--- config.mk ---
export PLATFORM = sky130hd
export DESIGN_NAME = rss_regs
export DESIGN_NICKNAME = d
export VERILOG_FILES = /design/src/rss_pkg.sv /design/src/rss_regs.sv
export VERILOG_INCLUDE_DIRS = /design/src
export SDC_FILE = /design/constraint.sdc
export NUM_CORES = 1
export LEC_CHECK = 0
export ABC_AREA = 1
export BUFFER_PORTS_ARGS = -buffer_cell sky130_fd_sc_hd__buf_2
export CAP_MARGIN = 20
export CELL_PAD_IN_SITES_DETAIL_PLACEMENT = 1
export CELL_PAD_IN_SITES_GLOBAL_PLACEMENT = 1
export CORE_ASPECT_RATIO = 1.75
export CORE_MARGIN = 5
export CORE_UTILIZATION = 45
export CTS_CLUSTER_DIAMETER = 100
export DETAILED_ROUTE_END_ITERATION = 8
export GPL_ROUTABILITY_DRIVEN = 1
export MAX_ROUTING_LAYER = met4
export PLACE_DENSITY_LB_ADDON = 0.1
export SYNTH_ARGS = -nofsm -noshare
export SYNTH_HDL_FRONTEND = slang
export SYNTH_SLANG_ARGS = --single-unit
export TNS_END_PERCENT = 50
--- constraint.sdc ---
create_clock -name sys_clk -period 5.05 [get_ports sys_clk]
set_clock_uncertainty 0.1 [all_clocks]
set_input_delay 1.01 -clock sys_clk [delete_from_list [all_inputs] [get_ports sys_clk]]
set_output_delay 1.01 -clock sys_clk [all_outputs]
set_load 0.01 [all_outputs]
--- src/rss_consts.svh ---
`ifndef RSS_CONSTS_SVH
`define RSS_CONSTS_SVH

// ****************************************
// register indices (byte address = 4 * index)
// ****************************************
`define RSS_IDX_MODE 10'h001
`define RSS_IDX_RECAL 10'h03B
`define RSS_IDX_TEMP 10'h03C
`define RSS_IDX_SUPPLY 10'h03D
`define RSS_IDX_FLAGS1 10'h03E
`define RSS_IDX_IRQ_STAT 10'h040
`define RSS_IDX_IRQ_CLR 10'h041
`define RSS_IDX_IRQ_EN 10'h042
`define RSS_IDX_SIG_LIMIT 10'h043

// ****************************************
// field positions
// ****************************************
`define RSS_MODE_F 2:0
`define RSS_RECAL_AUTO 7
`define RSS_RECAL_TRIG 6
`define RSS_RECAL_WATCH_OFF 0
`define RSS_RECAL_LIM 2:1
`define RSS_SUP_EN 3
`define RSS_SUP_TRIM 2:0
`define RSS_FLAG_SIG 3
`define RSS_BYTE_F 7:0
`define RSS_IRQ_F 5:0

// ****************************************
// reset values
// ****************************************
`define RSS_DRIFT_LIM_RST 2'h1
`define RSS_SUP_TRIM_RST 3'h2
`define RSS_SIG_LIMIT_RST 8'hFF

// ****************************************
// drift limits in degrees, codes 00 to 11
// ****************************************
`define RSS_DRIFT_DEG0 8'h05
`define RSS_DRIFT_DEG1 8'h0A
`define RSS_DRIFT_DEG2 8'h0F
`define RSS_DRIFT_DEG3 8'h14

`endif

--- src/rss_pkg.sv ---
`default_nettype none
package rss_pkg;

   // ****************************************
   // operating modes
   // ****************************************
   typedef enum logic [2:0] {
      MODE_SLEEP = 3'b000,
      MODE_STANDBY = 3'b001,
      MODE_SYNTH = 3'b010,
      MODE_TX = 3'b011,
      MODE_RX = 3'b101
   } rss_mode_e;

   // ****************************************
   // radio front end status, asynchronous
   // ****************************************
   typedef struct packed {
      logic xtalRunning;
      logic synthLockRaw;
      logic sampleStarted;
      logic gainLoopsDone;
      logic paRampDone;
      logic recalDone;
      logic [7:0] thermalCode;
      logic [7:0] signalLevelReading;
   } rss_radio_s;

   // ****************************************
   // controls toward the radio
   // ****************************************
   typedef struct packed {
      rss_mode_e opMode;
      logic recalStart;
      logic autoRecalEnable;
      logic thermalWatchRun;
      logic supplyMonitorEnable;
      logic [2:0] supplyThresholdSelect;
   } rss_ctrl_s;

   typedef logic [5:0] rss_irq_t;

endpackage
`default_nettype wire

--- src/rss_regs.sv ---
//
// Contract
// - bit 7 of recalibration_control enables recalibration on drift.
// - writing one to bit 6 in standby starts calibration; nothing is kept.
// - bit 5 reads one while calibration runs and zero once it is done.
// - bit 3 flags drift above the limit since the last calibration.
// - bits 2-1 pick a 5, 10, 15 or 20 degree limit, reset code 01.
// - bit 0 at zero watches temperature outside sleep and standby.
// - temperature_reading reports the sensor at minus one degree per LSB.
// - supply_monitor_control bit 3 enables the supply detector, reset 0.
// - bits 2-0 select one of eight supply thresholds, reset code 010.
// - op_state_settled sets when the requested mode is reached.
// - op_state_settled clears on a mode change until the new mode is ready.
// - receive_settled sets after gain and frequency loops, clears off rx.
// - transmit_settled sets after the amplifier ramp, clears off tx.
// - synth_locked follows lock in synth, receive or transmit mode.
// - the signal level flag sets in rx when the level beats the limit.
// - the signal level flag clears off rx or on a written one only.
//
// The APB slave port was chosen for this implementation.
`timescale 1ns/1ps
`default_nettype none
`include "rss_consts.svh"

module rss_regs (
   // clock and reset
   input wire logic sys_clk,
   input wire logic rstn,
   // apb slave
   input wire logic psel,
   input wire logic penable,
   input wire logic pwrite,
   input wire logic [11:0] paddr,
   input wire logic [31:0] pwdata,
   output logic [31:0] prdata,
   output logic pready,
   output logic pslverr,
   // radio front end
   input wire rss_pkg::rss_radio_s radioIn,
   output var rss_pkg::rss_ctrl_s radioCtrl,
   // interrupt
   output logic irq
);
   import rss_pkg::*;

   // ****************************************
   // state
   // ****************************************
   rss_radio_s radioMeta_ff;
   rss_radio_s radioSync_ff;
   logic recalDoneDly_ff;
   rss_mode_e mode_ff;
   logic autoRecal_ff;
   logic [1:0] driftLimit_ff;
   logic watchOff_ff;
   logic recalActive_ff;
   logic driftFlag_ff;
   logic [7:0] thermal_ff;
   logic [7:0] thermalRef_ff;
   logic supplyEn_ff;
   logic [2:0] supplyTrim_ff;
   logic modeSettled_ff;
   logic rxSettled_ff;
   logic txSettled_ff;
   logic synthLocked_ff;
   logic sigLevel_ff;
   logic [7:0] sigLimit_ff;
   rss_irq_t irqStat_ff;
   rss_irq_t irqEn_ff;
   logic irq_ff;
   rss_ctrl_s ctrl_ff;
   logic [31:0] prdata_ff;
   logic pready_ff;
   logic pslverr_ff;

   // ****************************************
   // apb decode
   // ****************************************
   wire logic setupPhase = psel & ~penable;
   wire logic [9:0] regIdx = paddr[11:2];
   wire logic aligned = paddr[1:0] == 2'h0;
   wire logic hitMode = aligned & (regIdx == `RSS_IDX_MODE);
   wire logic hitRecal = aligned & (regIdx == `RSS_IDX_RECAL);
   wire logic hitTemp = aligned & (regIdx == `RSS_IDX_TEMP);
   wire logic hitSupply = aligned & (regIdx == `RSS_IDX_SUPPLY);
   wire logic hitFlags = aligned & (regIdx == `RSS_IDX_FLAGS1);
   wire logic hitIrqStat = aligned & (regIdx == `RSS_IDX_IRQ_STAT);
   wire logic hitIrqClr = aligned & (regIdx == `RSS_IDX_IRQ_CLR);
   wire logic hitIrqEn = aligned & (regIdx == `RSS_IDX_IRQ_EN);
   wire logic hitSigLim = aligned & (regIdx == `RSS_IDX_SIG_LIMIT);
   wire logic mapped = hitMode | hitRecal | hitTemp | hitSupply | hitFlags
      | hitIrqStat | hitIrqClr | hitIrqEn | hitSigLim;
   // writes land only on the completing access edge
   wire logic wrEn = psel & penable & pready_ff & pwrite;
   wire logic wrMode = wrEn & hitMode;
   wire logic wrRecal = wrEn & hitRecal;
   wire logic wrSupply = wrEn & hitSupply;
   wire logic wrFlags = wrEn & hitFlags;
   wire logic wrIrqClr = wrEn & hitIrqClr;
   wire logic wrIrqEn = wrEn & hitIrqEn;
   wire logic wrSigLim = wrEn & hitSigLim;
   wire logic wrSupplyEn = pwdata[`RSS_SUP_EN];

   // ****************************************
   // mode request
   // ****************************************
   wire logic [2:0] reqMode = pwdata[`RSS_MODE_F];
   // unknown codes are dropped so the mode stays legal
   wire logic modeLegal = (reqMode == MODE_SLEEP)
      | (reqMode == MODE_STANDBY) | (reqMode == MODE_SYNTH)
      | (reqMode == MODE_TX) | (reqMode == MODE_RX);
   wire logic modeChange = wrMode & modeLegal & (reqMode != mode_ff);
   wire rss_mode_e nxt_mode = modeChange ? rss_mode_e'(reqMode) : mode_ff;
   wire logic inRx = mode_ff == MODE_RX;
   wire logic inTx = mode_ff == MODE_TX;
   wire logic inSynthish = (mode_ff == MODE_SYNTH) | inRx | inTx;
   wire logic lockSync = radioSync_ff.synthLockRaw;
   wire logic lockQual = inSynthish & lockSync;

   // ****************************************
   // settled flags
   // ****************************************
   logic modeReadyNow;
   always_comb begin
      unique case (mode_ff)
         MODE_SLEEP: modeReadyNow = 1'b1;
         MODE_STANDBY: modeReadyNow = radioSync_ff.xtalRunning;
         MODE_SYNTH: modeReadyNow = lockSync;
         MODE_RX: modeReadyNow = radioSync_ff.sampleStarted;
         MODE_TX: modeReadyNow = radioSync_ff.paRampDone;
         default: modeReadyNow = 1'b0;
      endcase
   end
   // the change clears first: readiness seen now belongs to the old mode
   wire logic nxt_modeSettled = ~modeChange
      & (modeSettled_ff | modeReadyNow);
   wire logic nxt_rxSettled = inRx & ~modeChange
      & (rxSettled_ff | radioSync_ff.gainLoopsDone);
   wire logic nxt_txSettled = inTx & ~modeChange
      & (txSettled_ff | radioSync_ff.paRampDone);
   wire logic nxt_synthLocked = lockQual;
   wire logic sigAbove = inRx
      & (radioSync_ff.signalLevelReading > sigLimit_ff);
   wire logic sigClr = wrFlags & pwdata[`RSS_FLAG_SIG];
   // a new crossing beats a software clear in the same cycle
   wire logic nxt_sigLevel = inRx & ~modeChange
      & (sigAbove | (sigLevel_ff & ~sigClr));

   // ****************************************
   // temperature watch and recalibration
   // ****************************************
   wire logic watchActive = ~watchOff_ff & (mode_ff != MODE_SLEEP)
      & (mode_ff != MODE_STANDBY);
   wire logic [7:0] thermalDelta = (thermal_ff >= thermalRef_ff)
      ? thermal_ff - thermalRef_ff : thermalRef_ff - thermal_ff;
   wire logic [7:0] limitDeg = (driftLimit_ff == 2'h0) ? `RSS_DRIFT_DEG0
      : (driftLimit_ff == 2'h1) ? `RSS_DRIFT_DEG1
      : (driftLimit_ff == 2'h2) ? `RSS_DRIFT_DEG2 : `RSS_DRIFT_DEG3;
   wire logic driftDetected = watchActive & ~recalActive_ff
      & (thermalDelta > limitDeg);
   wire logic trigReq = wrRecal & pwdata[`RSS_RECAL_TRIG]
      & (mode_ff == MODE_STANDBY) & ~recalActive_ff;
   wire logic autoReq = autoRecal_ff & driftFlag_ff
      & ~recalActive_ff;
   wire logic startRecal = trigReq | autoReq;
   // edge taken from the second stage only, never the first
   wire logic recalDoneEdge = radioSync_ff.recalDone & ~recalDoneDly_ff;
   wire logic recalFinish = recalDoneEdge & recalActive_ff;
   wire logic nxt_recalActive = startRecal
      | (recalActive_ff & ~recalDoneEdge);
   wire logic nxt_driftFlag = ~startRecal
      & (driftFlag_ff | driftDetected);
   // sensor code is passed as is: one lsb is minus one degree
   wire logic [7:0] nxt_thermal = watchActive
      ? radioSync_ff.thermalCode : thermal_ff;
   wire logic [7:0] nxt_thermalRef = recalFinish
      ? thermal_ff : thermalRef_ff;

   // ****************************************
   // interrupt status
   // ****************************************
   wire rss_irq_t irqEvt = {recalFinish,
      nxt_driftFlag & ~driftFlag_ff,
      nxt_sigLevel & ~sigLevel_ff,
      nxt_txSettled & ~txSettled_ff,
      nxt_rxSettled & ~rxSettled_ff,
      nxt_modeSettled & ~modeSettled_ff};
   wire rss_irq_t irqClrMask = wrIrqClr ? pwdata[`RSS_IRQ_F] : 6'h00;
   // set wins over the write-one clear
   wire rss_irq_t nxt_irqStat = (irqStat_ff & ~irqClrMask) | irqEvt;
   wire rss_irq_t nxt_irqEn = wrIrqEn ? pwdata[`RSS_IRQ_F] : irqEn_ff;
   wire logic nxt_irq = |(nxt_irqStat & nxt_irqEn);

   // ****************************************
   // read mux
   // ****************************************
   wire logic [31:0] recalWord = {24'h000000, autoRecal_ff, 1'b0,
      recalActive_ff, 1'b0, driftFlag_ff, driftLimit_ff, watchOff_ff};
   wire logic [31:0] supplyWord = {28'h0000000, supplyEn_ff,
      supplyTrim_ff};
   wire logic [31:0] flagsWord = {24'h000000, modeSettled_ff,
      rxSettled_ff, txSettled_ff, synthLocked_ff, sigLevel_ff, 3'h0};
   wire logic [31:0] rdWord = hitMode ? {29'h00000000, mode_ff}
      : hitRecal ? recalWord
      : hitTemp ? {24'h000000, thermal_ff}
      : hitSupply ? supplyWord
      : hitFlags ? flagsWord
      : hitIrqStat ? {26'h0000000, irqStat_ff}
      : hitIrqEn ? {26'h0000000, irqEn_ff}
      : hitSigLim ? {24'h000000, sigLimit_ff} : 32'h00000000;
   // read data is sampled in the setup cycle, one cycle before completion
   wire logic [31:0] nxt_prdata = (setupPhase & ~pwrite)
      ? rdWord : 32'h00000000;

   wire rss_ctrl_s nxt_ctrl = '{opMode: nxt_mode,
      recalStart: startRecal,
      autoRecalEnable: autoRecal_ff,
      thermalWatchRun: watchActive,
      supplyMonitorEnable: supplyEn_ff,
      supplyThresholdSelect: supplyTrim_ff};

   // ****************************************
   // flops
   // ****************************************
   always_ff @(posedge sys_clk or negedge rstn) begin
      if (!rstn) begin
         radioMeta_ff <= '0;
         radioSync_ff <= '0;
         recalDoneDly_ff <= 1'b0;
      end else begin
         radioMeta_ff <= radioIn;
         radioSync_ff <= radioMeta_ff;
         recalDoneDly_ff <= radioSync_ff.recalDone;
      end
   end

   always_ff @(posedge sys_clk or negedge rstn) begin
      if (!rstn) begin
         mode_ff <= MODE_STANDBY;
         autoRecal_ff <= 1'b0;
         driftLimit_ff <= `RSS_DRIFT_LIM_RST;
         watchOff_ff <= 1'b0;
         supplyEn_ff <= 1'b0;
         supplyTrim_ff <= `RSS_SUP_TRIM_RST;
         sigLimit_ff <= `RSS_SIG_LIMIT_RST;
         irqEn_ff <= 6'h00;
      end else begin
         mode_ff <= nxt_mode;
         irqEn_ff <= nxt_irqEn;
         if (wrRecal) begin
            autoRecal_ff <= pwdata[`RSS_RECAL_AUTO];
            driftLimit_ff <= pwdata[`RSS_RECAL_LIM];
            watchOff_ff <= pwdata[`RSS_RECAL_WATCH_OFF];
         end
         if (wrSupply) begin
            supplyEn_ff <= wrSupplyEn;
            supplyTrim_ff <= pwdata[`RSS_SUP_TRIM];
         end
         if (wrSigLim) begin
            sigLimit_ff <= pwdata[`RSS_BYTE_F];
         end
      end
   end

   always_ff @(posedge sys_clk or negedge rstn) begin
      if (!rstn) begin
         recalActive_ff <= 1'b0;
         driftFlag_ff <= 1'b0;
         thermal_ff <= 8'h00;
         thermalRef_ff <= 8'h00;
         modeSettled_ff <= 1'b0;
         rxSettled_ff <= 1'b0;
         txSettled_ff <= 1'b0;
         synthLocked_ff <= 1'b0;
         sigLevel_ff <= 1'b0;
      end else begin
         recalActive_ff <= nxt_recalActive;
         driftFlag_ff <= nxt_driftFlag;
         thermal_ff <= nxt_thermal;
         thermalRef_ff <= nxt_thermalRef;
         modeSettled_ff <= nxt_modeSettled;
         rxSettled_ff <= nxt_rxSettled;
         txSettled_ff <= nxt_txSettled;
         synthLocked_ff <= nxt_synthLocked;
         sigLevel_ff <= nxt_sigLevel;
      end
   end

   always_ff @(posedge sys_clk or negedge rstn) begin
      if (!rstn) begin
         irqStat_ff <= 6'h00;
         irq_ff <= 1'b0;
         ctrl_ff <= '{opMode: MODE_STANDBY, supplyThresholdSelect:
            `RSS_SUP_TRIM_RST, default: 1'b0};
         prdata_ff <= 32'h00000000;
         pready_ff <= 1'b0;
         pslverr_ff <= 1'b0;
      end else begin
         irqStat_ff <= nxt_irqStat;
         irq_ff <= nxt_irq;
         ctrl_ff <= nxt_ctrl;
         prdata_ff <= nxt_prdata;
         pready_ff <= setupPhase;
         pslverr_ff <= setupPhase & ~mapped;
      end
   end

   assign prdata = prdata_ff;
   assign pready = pready_ff;
   assign pslverr = pslverr_ff;
   assign radioCtrl = ctrl_ff;
   assign irq = irq_ff;
endmodule

`default_nettype wire

==> impl_results.md <==
- Via count: just under 5000
- Core Area: 13000 um^2
- Synthesized area: between 5000 and 6000 um^2
- Wire per inst: 18.4 um
- Die height: about 160 um
- # rows: 55
- Class of the worst hold path: flip-flop to flip-flop
- Per-instance average area after synthesis: a little under 9 um^2
- Vias in the first global route: 5591
- Max-Cap Viols: 0
- DRT antenna net count: 0
- CP startpoint kind: flip-flop
- # setup viols final: 0
- CTS buffer count: 17
- Number of port buffers: 67
- F_max: 277 MHz
- Commonest non-fill, non-tap cell in the layout: nand2_1
- Most frequent cells in the layout: nand2_1, dfrtp_1, inv_1
- Layout area overhead: 17.7%
- Iter 0 DRT Violations: 130
- Synth top area share: between 40% and 50%
- Post-synthesis cell type count: 48
- Worst-skew pair later-pin latency: approximately 420 ps
- Post-CTS setup buffer count: 0
- Min Tclk post-route: 3600 ps
- CTS tree: built
- Critical Path AT: ~3800 ps
- Setup TNS: 0 ps
- Detailed Place HPWL: around 14000 um
- CP max FO: 8
- GR Util All Layers: between 20% and 30%
- Unrepaired setup endpoints after global routing: false
- Pre-antenna DRT Iters: 4
- Initial antenna violation count: 0
- Worst slew margin: a little under three fifths
- Gr ovfl total: 0
- Cell depth of the worst flop-to-flop path: 23
- Worst Hold End: radioSync_ff[9]
- Nets: about 870
- Hold Path Stages: 0
- Lkg Pwr: ~3.6 nW
- CP endpoint kind: flip-flop
- Power density over cell area: roughly 330 nW/um^2
- Gpl congestion: just under 0.9
- DRC: 0
- Post-synth top area cell: dfrtp_1
- Chip width: 97.2 um
- Seq/Total Area, Yosys: between 40% and 50%
- Largest cells by area after synthesis: dfrtp_1, nand2_1, ha_1
- End-of-flow core utilization: around 54%
- ANT cells: 0
- VDD IR max: between 300 and 400 uV
- Initial Util: 46.0%
- Clk sinks: ~120
- Final worst-path cycle share: between 70% and 80%
- Post-CTS sizing: 0
- H-tree levels: 4
- Die ar.: approximately 16000 um^2
- Worst reg2reg startpoint: thermal_ff[0]
- Layout cells sized above 1: around a fifth
- Yosys Warn Count: 0
- Critical Path RT: 5240 ps
- Slew Viols, Final: 0
- Final hold violation count: 0
- Hold path start: radioMeta_ff[9]
- Mapped Cells: about 680
- Reg2reg setup slack: between 1000 and 1500 ps
- Status: finished, final reports clean
- CTS Root Cell: clkbuf_16
- Top Ports: 116
- Clock-pin slew on the worst setup and hold paths: about 60 ps
- Largest net degree at the start of global routing: 50
- Worst-margin pin slew: around 650 ps
- Routed vias/inst: a little over 5
- Longest Clk Path Bufs: 2
- First-pass GRT wire length: 27800 um
- Synth Register Bits: around 120
- Reg-to-reg endpoint: irq
- DRT Wirelength: between 15000 and 20000 um
- Setup Crit Path Kind: flip-flop to flip-flop
- # hold bufs at CTS: 0
flip-flops by register name, summed over array words and instances (netlist names), 2 cells and up:
register / flops
thermal_ff: 8
sigLimit_ff: 8
prdata: 8
irqEn_ff: 6
radioSync_ff: 21
irqStat_ff: 6
driftLimit_ff: 2
supplyTrim_ff: 3
radioMeta_ff: 22
thermalRef_ff: 8
radioCtrl: 10
stage by stage:
step / hold WS [ps] / power (mW) / setup WS, ps / cells / instance area [um^2]
3_3_place_gp: 232 / 1.10 / 1630 / 911 / 6430
3_5_place_dp: 236 / 1.10 / 1560 / 912 / 6430
4_1_cts: 248 / 2.33 / 1490 / 943 / 7040
2_1_floorplan: 231 / 1.05 / 2080 / 702 / 6070
6_report: 246 / 2.31 / 1450 / 944 / 7040
5_1_grt: 253 / 2.40 / 1220 / 944 / 7040
cells by family (layout without fill, tap and decap cells):
kind of cell               count (synthesis)  count (layout)  share of synthesized area (%)
AOI/OAI and AO/OA                        109             109                           10.1
xor gates and xnor gates                   6               6                          0.878
adders and majority gates                 34              34                           7.36
buffers and inverters                    142             213                           10.5
DFF                                      117             117                           49.2
other                                      1              24                         0.0626
and+or+nand+nor                          270             270                           22.0
layer usage:
metal  track usage, %  up-vias  share of wire [%]
met5                -        -                  0
met4             14.9        0                6.0
li1                 -     2288                  -
met2             44.7      131                 57
met1             21.2     2400                 34
met3             4.37       62                3.3
power by group:
group | total (mW) | switching (mW) | leakage (nW) | internal [mW]
Clock | 1.22 | 0.443 | 0.290 | 0.777
Combinational | 0.119 | 0.0848 | 1.88 | 0.0342
Sequential | 0.968 | 0.00825 | 1.45 | 0.959
Total | 2.31 | 0.536 | 3.62 | 1.77
how the worst max path moves through the flow:
stage                             start  end  slack (ps)  depth (start not counted)
after floorplan           thermal_ff[0]  irq        2080                         23
after global placement    thermal_ff[6]  irq        1630                         21
after detailed placement  thermal_ff[0]  irq        1560                         23
after CTS                 thermal_ff[0]  irq        1490                         23
after global routing      thermal_ff[0]  irq        1220                         23
final                     thermal_ff[0]  irq        1450                         23
final cells by class:
type	count	area, um^2
clock inverter	14	176
multi-input combinational	443	2500
fill	1542	5960
tap	171	214
timing repair buffer	71	368
clock buffer	17	425
inverter	111	417
sequential	117	2940
cell usage after synthesis (all sizes together):
cell type	count
xnor2	4
o221ai	1
a31oi	3
nand3	31
o211ai	2
a211oi	2
o21ai	67
dfstp	12
a21oi	25
nor3	7
nor4	2
and2	1
nand2	167
a2111oi	1
o2111ai	2
a21o	1
o221a	1
dfrtp	105
o22ai	2
o21a	1
conb	1
nand3b	4
buf	29
clkbuf	2
a221oi	1
fa	2
nand4	11
ha	32
or2	1
xor2	2
inv	111
nor2	46
worst max-delay path, cell delays in order (launching register included):
cell and delay (ps):
dfrtp_1 420, inv_1 100, ha_1 140, inv_1 70
fa_1 380, nand3_1 90, nand2_1 110, nand2_1 100
nand2_1 100, nor2_4 180, nand3_1 80, o21ai_0 110
xor2_1 180, inv_1 70, ha_1 310, a21oi_1 130
o21ai_0 90, a21oi_1 150, a21o_1 110, nand2_1 110
nand4_1 130, nand2_2 70, nand2_1 70, nand2_1 60
(Power assumes the default switching activity.)
